**src/hdl/spe_map.vh**
```
// Register map, field positions and reset values of the serial port.
// Assumes a 32-bit APB with byte addresses; registers sit in the low 16 bits.
`ifndef SPE_MAP_VH
`define SPE_MAP_VH

// ----------------------------------------------------------------------------
// Offsets
// ----------------------------------------------------------------------------
`define SPE_OFF_CTRL1   8'h00
`define SPE_OFF_CTRL2   8'h04
`define SPE_OFF_STAT    8'h08
`define SPE_OFF_BUF     8'h0C
`define SPE_OFF_ISTAT   8'h10
`define SPE_OFF_ICLR    8'h14
`define SPE_OFF_IEN     8'h18

// ----------------------------------------------------------------------------
// Fields
// ----------------------------------------------------------------------------
`define SPE_C1_PRI_LSB  0
`define SPE_C1_SEC_LSB  2
`define SPE_C1_MASTER   5
`define SPE_C1_IDLE_HI  6
`define SPE_C1_SS_EN    7
`define SPE_C1_EDGE     8
`define SPE_C1_SAMPLE   9
`define SPE_C1_SDO_DIS  11
`define SPE_C1_SCK_DIS  12
`define SPE_C2_BUF_ENH  0
`define SPE_C2_FRAMED   15
`define SPE_ST_RX_AVAIL 0
`define SPE_ST_TX_FULL  1
`define SPE_ST_OVF      6
`define SPE_ST_ON       15
`define SPE_EV_DONE     0
`define SPE_EV_OVF      1
`define SPE_EV_TXE      2

// ----------------------------------------------------------------------------
// Reset values
// ----------------------------------------------------------------------------
`define SPE_RST_CTRL1   16'h0000
`define SPE_RST_CTRL2   16'h0000
`define SPE_RST_EVT     3'h0

`endif

```
**src/hdl/spe_dummy_guard.v**
```verilog
`timescale 1ns/1ps
`default_nettype none
`default_nettype wire

```
**src/hdl/spe_clkdiv.v**
```verilog
// Master serial clock prescaler: one tick pulse per primary x secondary cycles.
// Assumes en is held high for the whole of a master transfer.
`timescale 1ns/1ps
`default_nettype none

module spe_clkdiv (
  input  wire       ref_clk,
  input  wire       rst,
  input  wire       en,
  input  wire [1:0] pri,
  input  wire [2:0] sec,
  output reg        tick
);

  reg  [9:0] cnt_r;
  wire [9:0] lim;

  // ----------------------------------------------------------------------------
  // Ratio arithmetic
  // ----------------------------------------------------------------------------
  function [9:0] ratio_m1;
    input [1:0] p;
    input [2:0] s;
    reg   [6:0] pr;
    reg   [3:0] sr;
    reg   [10:0] prod;
    begin
      case (p)
        2'h3:    pr = 7'h01;
        2'h2:    pr = 7'h04;
        2'h1:    pr = 7'h10;
        default: pr = 7'h40;
      endcase
      sr = 4'h8 - {1'b0, s};
      prod = pr * sr;
      ratio_m1 = prod[9:0] - 10'h001;
    end
  endfunction

  assign lim = ratio_m1(pri, sec);

  always @(posedge ref_clk or posedge rst) begin
    if (rst) begin
      cnt_r <= 10'h000;
      tick  <= 1'b0;
    end else if (!en) begin
      cnt_r <= 10'h000;
      tick  <= 1'b0;
    end else if (cnt_r >= lim) begin
      cnt_r <= 10'h000;
      tick  <= 1'b1;
    end else begin
      cnt_r <= cnt_r + 10'h001;
      tick  <= 1'b0;
    end
  end

endmodule

`default_nettype wire

```
**src/hdl/spe_port.v**
```verilog
// Serial peripheral port: APB registers, transmit/receive buffers, shifter.
// Assumes pins arrive asynchronous to ref_clk and software follows bring-up order.
`timescale 1ns/1ps
`default_nettype none
`include "spe_map.vh"

module spe_port #(
  parameter WIDTH = 8,
  parameter DEPTH = 8,
  parameter AW    = 3
) (
  input  wire        ref_clk,
  input  wire        rst,
  input  wire        psel,
  input  wire        penable,
  input  wire        pwrite,
  input  wire [7:0]  paddr,
  input  wire [31:0] pwdata,
  output reg  [31:0] prdata,
  output reg         pready,
  output reg         pslverr,
  input  wire        sck_in,
  input  wire        sdi_in,
  input  wire        ss_in_n,
  output reg         sck_out,
  output reg         sck_oe,
  output reg         sdo_out,
  output reg         sdo_oe,
  output reg         ss_out_n,
  output reg         irq
);

  localparam S_IDLE = 2'b01;
  localparam S_XFER = 2'b10;

  reg  [15:0]      ctrl1_r;
  reg  [15:0]      ctrl2_r;
  reg              on_r;
  reg              ovf_r;
  reg  [2:0]       ien_r;
  reg  [2:0]       ist_r;
  reg  [1:0]       state_r;
  reg  [WIDTH-1:0] sreg_r;
  reg  [4:0]       cnt_r;
  reg              ld_r;
  reg  [1:0]       sck_sy_r;
  reg  [1:0]       sdi_sy_r;
  reg  [1:0]       ss_sy_r;
  reg              sck_d_r;
  reg  [WIDTH-1:0] txm [0:DEPTH-1];
  reg  [WIDTH-1:0] rxm [0:DEPTH-1];
  reg  [AW-1:0]    tx_wp_r;
  reg  [AW-1:0]    tx_rp_r;
  reg  [AW:0]      tx_cnt_r;
  reg  [AW-1:0]    rx_wp_r;
  reg  [AW-1:0]    rx_rp_r;
  reg  [AW:0]      rx_cnt_r;
  reg  [15:0]      rdata_c;
  reg              hit_c;
  wire             tick;

  // ----------------------------------------------------------------------------
  // Field decode
  // ----------------------------------------------------------------------------
  wire master  = ctrl1_r[`SPE_C1_MASTER];
  wire idle_hi = ctrl1_r[`SPE_C1_IDLE_HI];
  wire ss_en   = ctrl1_r[`SPE_C1_SS_EN];
  wire framed  = ctrl2_r[`SPE_C2_FRAMED];
  wire cke_eff = ctrl1_r[`SPE_C1_EDGE] & ~framed;
  wire benh    = ctrl2_r[`SPE_C2_BUF_ENH];
  // Single-buffer mode caps both queues at one word.
  wire [AW:0] cap = benh ? DEPTH[AW:0] : {{AW{1'b0}}, 1'b1};
  wire tx_full = tx_cnt_r >= cap;
  wire rx_full = rx_cnt_r >= cap;
  wire tx_any  = tx_cnt_r != {(AW+1){1'b0}};
  wire rx_any  = rx_cnt_r != {(AW+1){1'b0}};

  function [AW-1:0] nxt_ptr;
    input [AW-1:0] p;
    begin
      nxt_ptr = (p == DEPTH[AW-1:0] - 1'b1) ? {AW{1'b0}} : p + 1'b1;
    end
  endfunction

  // ----------------------------------------------------------------------------
  // APB slave
  // ----------------------------------------------------------------------------
  wire acc  = psel & penable & ~pready;
  wire done = psel & penable & pready;
  wire wr   = done & pwrite;
  wire rd   = done & ~pwrite;

  always @* begin
    rdata_c = 16'h0000;
    hit_c   = 1'b1;
    case (paddr)
      `SPE_OFF_CTRL1: rdata_c = ctrl1_r;
      `SPE_OFF_CTRL2: rdata_c = ctrl2_r;
      `SPE_OFF_STAT: begin
        rdata_c[`SPE_ST_ON]       = on_r;
        rdata_c[`SPE_ST_OVF]      = ovf_r;
        rdata_c[`SPE_ST_TX_FULL]  = tx_full;
        rdata_c[`SPE_ST_RX_AVAIL] = rx_any;
      end
      `SPE_OFF_BUF:   rdata_c[WIDTH-1:0] = rxm[rx_rp_r];
      `SPE_OFF_ISTAT: rdata_c[2:0] = ist_r;
      `SPE_OFF_ICLR:  rdata_c = 16'h0000;
      `SPE_OFF_IEN:   rdata_c[2:0] = ien_r;
      default:        hit_c = 1'b0;
    endcase
  end

  always @(posedge ref_clk or posedge rst) begin
    if (rst) begin
      pready  <= 1'b0;
      pslverr <= 1'b0;
      prdata  <= 32'h00000000;
    end else begin
      pready  <= acc;
      pslverr <= acc & ~hit_c;
      if (acc) begin
        prdata <= {16'h0000, rdata_c};
      end
    end
  end

  // ----------------------------------------------------------------------------
  // Pin synchronisers
  // ----------------------------------------------------------------------------
  always @(posedge ref_clk or posedge rst) begin
    if (rst) begin
      sck_sy_r <= 2'h0;
      sdi_sy_r <= 2'h0;
      ss_sy_r  <= 2'h3;
      sck_d_r  <= 1'b0;
    end else begin
      sck_sy_r <= {sck_sy_r[0], sck_in};
      sdi_sy_r <= {sdi_sy_r[0], sdi_in};
      ss_sy_r  <= {ss_sy_r[0], ss_in_n};
      sck_d_r  <= sck_sy_r[1];
    end
  end

  // ----------------------------------------------------------------------------
  // Shift engine
  // ----------------------------------------------------------------------------
  wire run_m    = on_r & master;
  wire run_s    = on_r & ~master & (~ss_en | ~ss_sy_r[1]);
  wire sck_edge = sck_sy_r[1] ^ sck_d_r;
  wire lead     = run_m ? (tick & (state_r == S_XFER) & (sck_out == idle_hi))
                        : (run_s & sck_edge & (sck_sy_r[1] != idle_hi));
  wire trail    = run_m ? (tick & (state_r == S_XFER) & (sck_out != idle_hi))
                        : (run_s & sck_edge & (sck_sy_r[1] == idle_hi));
  wire samp_p   = cke_eff ? lead : trail;
  wire chg_p    = cke_eff ? trail : lead;
  wire last     = cnt_r == (WIDTH - 1);
  wire word_end = samp_p & last;
  wire fin      = trail & (cke_eff ? (cnt_r == WIDTH) : last);
  wire m_load   = run_m & (state_r == S_IDLE) & tx_any;
  wire s_load   = on_r & ~master & ~ld_r & tx_any & (cnt_r == 5'h00);
  wire tx_pop   = m_load | s_load;
  wire tx_push  = wr & (paddr == `SPE_OFF_BUF) & ~tx_full;
  wire rx_push  = word_end & ~rx_full;
  wire rx_pop   = rd & (paddr == `SPE_OFF_BUF) & rx_any;
  wire [WIDTH-1:0] nxt_word = {sreg_r[WIDTH-2:0], sdi_sy_r[1]};

  spe_clkdiv u_div (
    .ref_clk (ref_clk),
    .rst     (rst),
    .en      (run_m & (state_r == S_XFER)),
    .pri     (ctrl1_r[`SPE_C1_PRI_LSB +: 2]),
    .sec     (ctrl1_r[`SPE_C1_SEC_LSB +: 3]),
    .tick    (tick)
  );

  always @(posedge ref_clk or posedge rst) begin
    if (rst) begin
      state_r  <= S_IDLE;
      sreg_r   <= {WIDTH{1'b0}};
      cnt_r    <= 5'h00;
      ld_r     <= 1'b0;
      sck_out  <= 1'b0;
      sdo_out  <= 1'b0;
      ss_out_n <= 1'b1;
    end else if (!on_r) begin
      state_r  <= S_IDLE;
      cnt_r    <= 5'h00;
      ld_r     <= 1'b0;
      sck_out  <= idle_hi;
      ss_out_n <= 1'b1;
    end else begin
      if (tx_pop) begin
        sreg_r  <= txm[tx_rp_r];
        sdo_out <= txm[tx_rp_r][WIDTH-1];
        ld_r    <= ~master;
      end else if (samp_p) begin
        sreg_r <= nxt_word;
      end
      if (chg_p & ~tx_pop) begin
        sdo_out <= sreg_r[WIDTH-1];
      end
      if (run_m & tick & (state_r == S_XFER)) begin
        sck_out <= ~sck_out;
      end
      case (state_r)
        S_IDLE: begin
          cnt_r <= (samp_p & ~master) ? (last ? 5'h00 : cnt_r + 5'h01) : cnt_r;
          if (word_end & ~master) begin
            ld_r <= 1'b0;
          end
          if (~master & ss_en & ss_sy_r[1]) begin
            cnt_r <= 5'h00;
          end
          if (m_load) begin
            state_r  <= S_XFER;
            cnt_r    <= 5'h00;
            ss_out_n <= 1'b0;
          end
          if (master & ~m_load) begin
            sck_out <= idle_hi;
          end
        end
        S_XFER: begin
          if (samp_p) begin
            cnt_r <= cnt_r + 5'h01;
          end
          if (fin) begin
            state_r  <= S_IDLE;
            ss_out_n <= 1'b1;
            cnt_r    <= 5'h00;
          end
          if (!master) begin
            state_r <= S_IDLE;
          end
        end
        default: state_r <= S_IDLE;
      endcase
    end
  end

  // ----------------------------------------------------------------------------
  // Buffers
  // ----------------------------------------------------------------------------
  always @(posedge ref_clk) begin
    if (tx_push) begin
      txm[tx_wp_r] <= pwdata[WIDTH-1:0];
    end
    if (rx_push) begin
      rxm[rx_wp_r] <= nxt_word;
    end
  end

  always @(posedge ref_clk or posedge rst) begin
    if (rst) begin
      tx_wp_r  <= {AW{1'b0}};
      tx_rp_r  <= {AW{1'b0}};
      tx_cnt_r <= {(AW+1){1'b0}};
      rx_wp_r  <= {AW{1'b0}};
      rx_rp_r  <= {AW{1'b0}};
      rx_cnt_r <= {(AW+1){1'b0}};
    end else begin
      if (tx_push) tx_wp_r <= nxt_ptr(tx_wp_r);
      if (tx_pop)  tx_rp_r <= nxt_ptr(tx_rp_r);
      if (tx_push & ~tx_pop) tx_cnt_r <= tx_cnt_r + 1'b1;
      if (tx_pop & ~tx_push) tx_cnt_r <= tx_cnt_r - 1'b1;
      if (rx_push) rx_wp_r <= nxt_ptr(rx_wp_r);
      if (rx_pop)  rx_rp_r <= nxt_ptr(rx_rp_r);
      if (rx_push & ~rx_pop) rx_cnt_r <= rx_cnt_r + 1'b1;
      if (rx_pop & ~rx_push) rx_cnt_r <= rx_cnt_r - 1'b1;
    end
  end

  // ----------------------------------------------------------------------------
  // Control, status and interrupt registers
  // ----------------------------------------------------------------------------
  // A word that lands on a full receive queue is dropped and flagged.
  wire       ovf_set = word_end & rx_full;
  wire [2:0] ev;
  assign ev[`SPE_EV_DONE] = word_end;
  assign ev[`SPE_EV_OVF]  = ovf_set;
  assign ev[`SPE_EV_TXE]  = tx_pop & (tx_cnt_r == {{AW{1'b0}}, 1'b1}) & ~tx_push;

  always @(posedge ref_clk or posedge rst) begin
    if (rst) begin
      ctrl1_r <= `SPE_RST_CTRL1;
      ctrl2_r <= `SPE_RST_CTRL2;
      on_r    <= 1'b0;
      ovf_r   <= 1'b0;
      ien_r   <= `SPE_RST_EVT;
      ist_r   <= `SPE_RST_EVT;
      irq     <= 1'b0;
      sck_oe  <= 1'b0;
      sdo_oe  <= 1'b0;
    end else begin
      if (wr & (paddr == `SPE_OFF_CTRL1)) ctrl1_r <= pwdata[15:0];
      if (wr & (paddr == `SPE_OFF_CTRL2)) ctrl2_r <= pwdata[15:0];
      if (wr & (paddr == `SPE_OFF_STAT)) begin
        on_r  <= pwdata[`SPE_ST_ON];
        // Writing zero clears the flag, but a new overflow wins.
        ovf_r <= ovf_set | (ovf_r & pwdata[`SPE_ST_OVF]);
      end else begin
        ovf_r <= ovf_r | ovf_set;
      end
      if (wr & (paddr == `SPE_OFF_IEN)) ien_r <= pwdata[2:0];
      if (wr & (paddr == `SPE_OFF_ICLR)) begin
        ist_r <= ev | (ist_r & ~pwdata[2:0]);
      end else begin
        ist_r <= ist_r | ev;
      end
      irq    <= |(ist_r & ien_r);
      sck_oe <= run_m & ~ctrl1_r[`SPE_C1_SCK_DIS];
      sdo_oe <= on_r & ~ctrl1_r[`SPE_C1_SDO_DIS] & (master | ~ss_en | ~ss_sy_r[1]);
    end
  end

endmodule

`default_nettype wire

```
**config.mk**
```make
export PLATFORM = sky130hd
export DESIGN_NAME = spe_port
export DESIGN_NICKNAME = d
export VERILOG_FILES = /design/src/hdl/spe_dummy_guard.v /design/src/hdl/spe_clkdiv.v /design/src/hdl/spe_port.v
export VERILOG_INCLUDE_DIRS = /design/src /design/src/hdl
export SDC_FILE = /design/constraint.sdc
export NUM_CORES = 1
export LEC_CHECK = 0
export BUFFER_PORTS_ARGS = -buffer_cell sky130_fd_sc_hd__buf_2
export CAP_MARGIN = 25
export CORE_MARGIN = 1.5
export CORE_UTILIZATION = 30
export CTS_BUF_LIST = sky130_fd_sc_hd__clkbuf_8
export DETAILED_ROUTE_END_ITERATION = 8
export MAX_ROUTING_LAYER = met4
export SETUP_SLACK_MARGIN = 0.05
export SYNTH_ARGS = -nofsm -noshare
export SYNTH_HDL_FRONTEND = slang
export SYNTH_HIERARCHICAL = 1
export SYNTH_SLANG_ARGS = --single-unit
export TNS_END_PERCENT = 5
```
**constraint.sdc**
```tcl
create_clock -name ref_clk -period 4.2 [get_ports ref_clk]
set_input_delay 1.05 -clock ref_clk [delete_from_list [all_inputs] [get_ports ref_clk]]
set_output_delay 1.05 -clock ref_clk [all_outputs]
set_load 0.1 [all_outputs]
```
; ---- After elaboration in Yosys (flattened, before gate mapping)
; Memories as Yosys holds them, arrays and structs flattened.
; Cells that the tools add are included.
[totals]
reg_bits = 118
out_inout_bits = 40
romBits = 0
latchBits = 0
memories = 2
in_bits = 48
wordCells = 237
mem_bits_rw = 128
[classes]
n_lt_le_gt_ge = 3
div_mod_pow = 0
n_bitwise = 83
multipliers = 1
reduce_logical = 15
n_addsub = 12
n_eq_ne = 28
muxes = 62
n_shift = 0
[memory_table]
columns = memory, depth, width, rd, rd_clocked_by_memory_dff, wr, line_no
row1 = rxm, 8, 8, 1, 0, 1, spe_port.v:51  ; reg [WIDTH-1:0] rxm [0:DEPTH-1];
row2 = txm, 8, 8, 1, 0, 1, spe_port.v:50  ; reg [WIDTH-1:0] txm [0:DEPTH-1];
[op_table]
columns = op, n
row1 = 1-bit AND, 53
row2 = 5-bit two-way mux, 7
row3 = 1-bit two-way mux, 26
row4 = "8-bit by 5-bit equality test with 1-bit output, second input constant", 3
row5 = 7-bit one-hot mux with 3 select lines, 1
row6 = 10-bit two-way mux, 2
row7 = 4-bit two-way mux, 5
row8 = 1-bit NOT, 18
row9 = "8-bit by 4-bit equality test with 1-bit output, second input constant", 2
row10 = 8-bit two-way mux, 2
row11 = 3-bit two-way mux, 5
row12 = 7-bit one-hot mux with 2 select lines, 1
row13 = "3-bit by 1-bit adder with 3-bit output, second input constant", 4
row14 = "3-bit equality test, second input constant", 4
row15 = 2-bit one-hot mux with 6 select lines, 1
row16 = "10-bit by 1-bit adder with 10-bit output, second input constant", 1
row17 = 10-bit greater-or-equal comparator, 1
row18 = 7-bit by 4-bit multiplier with 10-bit output, 1
row19 = 5-bit one-hot mux with 2 select lines, 1
row20 = "10-bit by 1-bit subtractor with 10-bit output, second input constant", 1
row21 = 3-bit one-hot mux with 3 select lines, 1
row22 = "4-bit by 1-bit adder with 4-bit output, second input constant", 2
row23 = "8-bit by 3-bit equality test with 1-bit output, second input constant", 1
row24 = 4-bit greater-or-equal comparator, 2
row25 = other kinds (33), 59

; ---- Depth between registers and ports, before layout
; Gate-level depths: netlist (run 1).
[logic_depth]
depth_word = 13
ltp_mapped = 18

; ---- By module
; Netlist (run 1), hierarchy kept.
[modules_own_cells]
columns = module, area_each_um2, instances, cells_per_inst
row1 = spe_port, 10263.6, 1, 690
row2 = spe_clkdiv, 1445.1, 1, 164

; ---- Least setup slack after synthesis (run 1)
; Ideal clock, no wire load.
[synth_path]
path_kind = reg2reg
start = register ctrl1_r[2]
end = register u_div.cnt_r[2]
stages_incl_launch_ff = 17
n_path_buf = 0
t_arrival_ps = 3937
synth_period_minus_slack_ps = 4074
setup_slack_ps = 126
path_cell_list = dfrtp_1 -> inv_1 -> ha_1 -> xor2_1 -> nor2_1 -> fa_1 -> fa_1 -> ha_1 -> nand3b_1 -> o211a_1 -> o21ai_0 -> xnor2_1 -> ha_1 -> nand4_1 -> or2_1 -> o2111ai_4 -> nor3_1
[synth_between]
elab_chain_len = 6
[synth_rtl]
columns = item, line_no
row1 = from (decl), spe_port.v:36  ; reg [15:0] ctrl1_r;
row2 = from (signal assigned), spe_port.v:285  ; ctrl1_r <= `SPE_RST_CTRL1;
row3 = from (signal assigned), spe_port.v:295  ; if (wr & (paddr == `SPE_OFF_CTRL1)) ctrl1_r <= pwdata[15:0];
row4 = 4-bit by 3-bit subtractor with 4-bit output, spe_clkdiv.v:34  ; sr = 4'h8 - {1'b0, s};
row5 = 7-bit by 4-bit multiplier with 10-bit output, spe_clkdiv.v:35  ; prod = pr * sr;
row6 = 10-bit by 1-bit subtractor with 10-bit output, spe_clkdiv.v:36  ; ratio_m1 = prod[9:0] - 10'h001;
row7 = 10-bit greater-or-equal comparator, spe_clkdiv.v:49  ; end else if (cnt_r >= lim) begin
row8 = 10-bit two-way mux, spe_clkdiv.v:49
row9 = 10-bit two-way mux, spe_clkdiv.v:46  ; end else if (!en) begin
row10 = to (signal assigned), spe_clkdiv.v:53  ; cnt_r <= cnt_r + 10'h001;
row11 = to (decl), spe_clkdiv.v:15  ; reg [9:0] cnt_r;
; Every way passes these cells.
; A chain may end at the register's enable or synchronous reset.

; ---- Worst setup path in the final report (run 1)
[layout_path]
start = register ctrl1_r[4]
end = register u_div.tick
[layout_between]
elab_chain_len = 6
[layout_rtl]
columns = item, line_no
row1 = 4-bit by 3-bit subtractor with 4-bit output, spe_clkdiv.v:34
row2 = 7-bit by 4-bit multiplier with 10-bit output, spe_clkdiv.v:35
row3 = 10-bit by 1-bit subtractor with 10-bit output, spe_clkdiv.v:36
row4 = 10-bit greater-or-equal comparator, spe_clkdiv.v:49
row5 = 1-bit two-way mux, spe_clkdiv.v:49
row6 = 1-bit two-way mux, spe_clkdiv.v:46
row7 = to (signal assigned), spe_clkdiv.v:45  ; tick <= 1'b0;
row8 = to (signal assigned), spe_clkdiv.v:48  ; tick <= 1'b0;
row9 = to (signal assigned), spe_clkdiv.v:51  ; tick <= 1'b1;
row10 = to (decl), spe_clkdiv.v:12  ; output reg tick
; Every way passes these cells.

==> impl_metrics.toml, run 1 <==
[global_route]
grt_max_degree = 67
grt_pass1_wl_mm = 41.0
gr-total-overflow = 0
track_usage_pct = 13.2
grt_pass1_vias = 7297
antenna_found_initial = 1

[sta]
slew_violations = 0
max_freq_ghz = 0.249
min_period_ns = 4.02
clock_skew_ns = 0.0314
setup_viol = 0
fin_crit_sh_pct = 95.7
finalHoldViolCount = 0
worst_pin_slew_ns = 0.929
setup_tns_ns = 0
max_slew_margin_pct = 38.1
grt_setup_unrepaired = "false"

[setup_path]
slowest_stage = "fa_1"
path_class = "reg -> reg"
crit_path_cell_trace = "buf_4, o21ba_4, xor2_1, nand3_1, ha_1, a21oi_1, fa_1, nand3b_1, o211a_1, buf_4, xor2_1, ha_1, a21oi_2, a2bb2oi_2, buf_4, o21ai_0, o31a_1"
cp_data_required_time_ns = 4.63
worst-path-max-fanout = 4
critPathMaxStageDelay_ns = 0.48
end_kind = "register"
r2r_slack_ns = 0.18
worstPathArrival_ns = 4.45
path_common_cell = "buf_4"
worst_setup_path_start_kind = "register"

[yosys]
syn_area_per_cell_um2 = 13.7
ys_ff_latch = 246
async_flop_share_pct = 48.0
ys_seq_area_share_pct = 58.1
syn_area_um2 = 11700
synthFlopType = "edfxtp_1"
synth_edf_count = 128
synth_cells = 854
synth_cell_types = 77
ys_warn_count = 6

[clocking]
cts-root-buf = "clkbuf_8"
clock_sinks = 246
worstSkewPairLatency_ns = 0.57
clock_path_buffers = 3
cts_buffers = 43
htreeDepth = 2
clk_pin_slew_ns = 0.06
cts_hold_buf = 0
cts_tree = "built"

[placement]
io_buffers = 55
routabilityCongestion = 0.762
dp_hpwl_mm = 17.6
dp.cells = 1435
placed_area_um2 = 12700

[floorplan]
die_area_um2 = 40200
die-width_um = 201
core_area_um2 = 38600
pin_count = 88
row_count = 72
dieHeight_um = 201
start_util_pct = 30.4

[power_and_ir_drop]
power_density_nw_per_um2 = 364
leakagePower_nw = 5.75
vdd_drop_max_mv = 0.176

[layout]
nets = 1066
area.growth.synth_to_final_pct = 17.2
fin_area_um2 = 13700
stdcell_count = 1520
final_layout_size_suffix_gt1_share_pct = 29.9

[status]
outcome = "completed"

[flow_run]
drv_cap = 0

[drt]
vias = 7145
drc_errors = 0
wl_mm = 25.5
drt_pass1_iterations = 5
wl_per_cell_um = 16.7
viasPerCell = 4.70
ant_nets = 0
drt_iter0_markers = 417

[hold_path]
holdCritPathClass = "reg -> reg"
==> timing repair <==
item                       CTS  global route
setup endpoints to repair   10            11
pin swaps                    2            12
cloned                       0             0
setup buffers                2             3
resized for setup            2            22
==> power breakdown <==
part           internal [mW]  switching [mW]
Clock                   1.11           0.996
Sequential              2.56          0.0146
Combinational         0.0473           0.273
==> critical path, delay by kind of cell, from the launching register on <==
kind / cells / cell delay [ns]
AOI/OAI and AO/OA: 7 / 1.34
xor gates and xnor gates: 2 / 0.29
adders and majority gates: 3 / 1.00
buffers and inverters: 3 / 0.46
DFF: 1 / 0.46
and+or+nand+nor: 2 / 0.32
==> worst paths after layout <==
kind | start | end | cells after the start
setup / recovery | ctrl1_r[4] | u_div/tick | 17
hold / removal | ss_sy_r[0] | ss_sy_r[1] | 0
setup reg to reg | ctrl1_r[4] | u_div/tick | 17
hold reg to reg | ss_sy_r[0] | ss_sy_r[1] | 0
max in group asynchronous | rst | sdi_sy_r[1] | 3
min in group asynchronous | rst | u_div/tick | 2
==> cells in the final DEF, fill, tap and decap left out, types with 5 or more instances in the layout <==
cell type and count:
clkbuf_8 47, xnor2_1 11, nand2_1 48, nor3_2 9, conb_1 16, edfxtp_1 128
nor2_1 56, nor2b_1 7, and3_1 5, mux4_2 32, xor2_1 18, nor3_1 13
a21oi_1 33, clkinv_1 9, ha_1 44, a221oi_1 9, mux2i_1 16, o21ai_0 23
a222oi_1 6, mux2_2 51, mux2_4 10, nand3_1 21, clkinv_2 9, nor4_1 6
inv_1 40, nand2b_1 8, dfrtp_1 113, a21o_1 5, nor3b_1 8, buf_2 55
buf_4 45, nand4_1 8
==> through the flow <==
step / util (%) / worst slack, ns / power, mW / hold slack [ns]
floorplan: - / 0.126 / 2.88 / 0.331
global placement: 33.0 / 0.0189 / 2.94 / 0.350
detailed placement: 33.0 / -0.00909 / 2.94 / 0.350
CTS: 35.2 / 0.0564 / 5.07 / 0.358
global route: 35.6 / 0.0121 / 5.19 / 0.360
finish: 35.6 / 0.179 / 5.00 / 0.356
==> routing by layer <==
layer | wire [um] | GRT usage (%) | up-vias | share of wire (%)
met1 | 11700 | 17.0 | 3561 | 46
met5 | 0 | - | - | 0
met2 | 12000 | 21.0 | 143 | 47
li1 | - | - | 3390 | -
met3 | 1290 | 2.92 | 51 | 5.1
met4 | 515 | 3.63 | 0 | 2.0
==> state kept, by name, indices dropped and copies added, names as in the netlist, 3 cells and up <==
signal / flops
tx_rp_r: 3
ist_r: 3
rx_wp_r: 3
txm: 64
sreg_r: 8
rxm: 64
u_div/cnt_r: 10
cnt_r: 5
prdata: 16
ctrl1_r: 16
rx_cnt_r: 4
ien_r: 3
rx_rp_r: 3
tx_wp_r: 3
ctrl2_r: 16
tx_cnt_r: 4
==> cell type report <==
cell class                 count  area, um2
timing repair buffer         103        656
multi-input combinational    540       4650
tap                          518        648
fill                        3770      24800
antenna                        2       5.00
inverter                      33        126
sequential                   246       6800
clock buffer                  47        647
clock inverter                31        181
==> cell families after synthesis <==
kind of cell / share of synthesized area, %
DFF: 58.1
and+or+nand+nor: 10.2
AOI/OAI and AO/OA: 6.33
muxes: 13.7
buffers and inverters: 3.60
adders and majority gates: 5.77
xor gates and xnor gates: 2.32
other: 0.0320
==> Yosys cell counts, drive strengths merged (2+ instances only) <==
master,instances,area [um2]
o21ai,24,120
and2,4,25.0
or3,3,28.8
nor2,58,225
inv,32,120
nor3b,9,72.6
xnor2,12,105
edfxtp,128,3840
and3b,2,17.5
nand3b,4,30.0
xor2,19,166
nor4b,5,56.3
a2bb2oi,2,23.8
o22a,2,17.5
a31oi,3,18.8
o21a,2,15.0
a21o,5,37.5
nand2b,8,50.1
nand3,21,105
ha,46,576
fa,5,100
buf,38,253
a222oi,6,60.1
nand4b,2,17.5
nor3,23,126
nand2,49,186
or2,3,18.8
a221oi,9,78.8
nor2b,7,43.8
nor4,6,37.5
dfrtp,114,2850
a211oi,3,22.5
clkbuf,12,45.0
a21oi,35,179
dfstp,4,105
mux4,32,721
and3,5,31.3
a21boi,2,15.0
nand4,8,50.1
mux2,61,724
o22ai,4,25.0
mux2i,16,160
(Power assumes the default switching activity.)
==> run 2: changes to the inputs <==
Clock period 4.2 ns to 4 ns, I/O delays scaled along.
==> run 2 against run 1 <==
Effect of this change:
- the flow now finishes with violations (setup timing)
- worst setup slack got worse by 0.18 ns
- clock power decreased by 4%
- clock-buffer cell count shrank 2
- combinational power up 6%
- critical path type unchanged
==> impl_metrics.toml, run 2 (same netlist as run 1, synthesis figures left out) <==
[status]
outcome = "complete, but fails checks"
violations = "setup timing"

[hold_path]
holdCritPathClass = "reg -> reg"
hold_end = "ss_sy_r[1]"
min_path_cells = 0
hp-start = "ss_sy_r[0]"

[floorplan]
row_count = 72
die_area_um2 = 40200
pin_count = 88
core_area_um2 = 38600
start_util_pct = 30.4
die-width_um = 201
dieHeight_um = 201

[layout]
layout_common_cells = "edfxtp_1 (128), dfrtp_1 (114), nor2_1 (56), buf_2 (55), mux2_2 (51)"
nFillCells = 3790
area.growth.synth_to_final_pct = 16.9
final_common_cell = "edfxtp_1"
fin_area_um2 = 13700
nets = 1068
final_layout_size_suffix_gt1_share_pct = 29.4
reg.largest.list = "rxm x64, txm x64"
final_util_pct = 35.5

[setup_path]
slowest_stage = "fa_1"
crit_path_cell_trace = "inv_2, ha_4, xor2_2, nor2_2, fa_2, fa_1, ha_4, nand3b_1, o211a_1, buf_4, xor2_1, ha_1, nand4_1, or2_4, o2111ai_4, buf_6, nor3_1"
path_class = "reg -> reg"
worstPathArrival_ns = 4.41
critPathMaxStageDelay_ns = 0.51
r2r-end = "u_div/cnt_r[0]"
worst_setup_path_start_kind = "register"
r2r_slack_ns = -0.001
end_kind = "register"
worst-path-max-fanout = 6
path_common_cell = "ha_4"
cp_data_required_time_ns = 4.41
timing.rr.start = "ctrl1_r[3]"
reg2regPathDepth = 17

[sta]
min_period_ns = 4.00
setup_viol = 1
worst_pin_slew_ns = 0.810
holdWs_ns = 0.354
grt_setup_unrepaired = "true"
slew_violations = 0
max_slew_margin_pct = 46.0
layout_setup_ws_ns = -0.000965
setup_tns_ns = -0.000965
max_freq_ghz = 0.250
clock_skew_ns = 0.0278
finalHoldViolCount = 0
fin_crit_sh_pct = 100

[drt]
drt_iter0_markers = 498
vias = 7141
drc_errors = 0
ant_nets = 0
wl_mm = 25.4
wl_per_cell_um = 16.7
drt_pass1_iterations = 5
viasPerCell = 4.69

[clocking]
clk_pin_slew_ns = 0.06
cts-root-buf = "clkbuf_8"
htreeDepth = 2
cts_buffers = 41
worstSkewPairLatency_ns = 0.55
clock_path_buffers = 3
cts_tree = "built"
clock_sinks = 246

[flow_run]
drv_cap = 0

[power_and_ir_drop]
leakagePower_nw = 5.75
vdd_drop_max_mv = 0.189
total_power_mw = 5.07
power_density_nw_per_um2 = 371

[placement]
io_buffers = 55
routabilityCongestion = 0.780
placed_area_um2 = 12800
dp_hpwl_mm = 17.5

[global_route]
track_usage_pct = 13.2
grt_pass1_wl_mm = 40.9
gr-total-overflow = 0
grt_max_degree = 80
antenna_found_initial = 2
grt_pass1_vias = 7301
-- run 2: cell types whose count changed in the layout (fill, tap and decap cells not counted), sizes merged --
| cell | delta |
|---|---|
| clkinv | -5 |
| buf | +4 |
| inv | +3 |
| clkbuf | -2 |
| bufinv | -1 |
| clkinvlp | +1 |
| diode | +1 |
-- run 2: critical path, delay by kind of cell, from the launching register on --
family | cells | cell delay, ns
fa+ha+maj | 5 | 1.63
simple gates | 5 | 0.62
compound gates | 2 | 0.48
flops | 1 | 0.43
buf+inv | 3 | 0.40
xor+xnor | 2 | 0.31
-- run 2: through the flow --
| stage | setup slack (ns) | cells |
|---|---|---|
| after floorplan | 0.0920 | 869 |
| after CTS | 0.0412 | 1517 |
| after global routing | -0.239 | 1520 |
| after detailed placement | -0.0892 | 1440 |
| after global placement | -0.0450 | 1440 |
| final | -0.000965 | 1521 |
-- run 2: where the power goes --
part	total (mW)	switching [mW]	internal, mW
logic	0.339	0.287	0.0519
registers	2.70	0.0147	2.68
clock network	2.03	0.995	1.04
total	5.07	1.30	3.78
-- run 2: area by class of cell --
cell class | count | area, um2 | area share [%]
inverters | 33 | 126 | 0.924
multi-input cells | 540 | 4650 | 34.0
diodes | 3 | 7.51 | 0.0549
repair buffers | 107 | 693 | 5.07
well taps | 518 | 648 | 4.74
flip-flops and latches | 246 | 6800 | 49.7
clock inverters | 29 | 133 | 0.969
clock buffers | 45 | 619 | 4.53
-- run 2: per-layer routing --
layer	GRT usage, %	part of all wire, %
met3	2.74	5.2
met4	3.81	1.7
met2	21.0	48
met5	-	0
met1	17.0	45
-- run 2: what timing repair did --
item / 4_1_cts / 5_1_grt
hold endpoints to repair: 0 / 0
hold buffers: 0 / 0
setup endpoints to repair: 10 / 11
resized for setup: 7 / 11
buffers inserted: 3 / 0
pin swaps: 9 / 12
-- run 2: how the worst max path moves through the flow --
stage | cells past startpoint | slack, ns | startpoint | to
5_1_grt | 17 | -0.24 | ctrl1_r[3] | u_div/cnt_r[0]
2_1_floorplan | 16 | 0.09 | ctrl1_r[2] | u_div/cnt_r[2]
4_1_cts | 17 | 0.04 | ctrl1_r[3] | u_div/cnt_r[9]
6_report | 17 | -0.001 | ctrl1_r[3] | u_div/cnt_r[0]
3_5_place_dp | 16 | -0.09 | ctrl1_r[2] | u_div/cnt_r[8]
3_3_place_gp | 16 | -0.04 | ctrl1_r[2] | u_div/cnt_r[9]
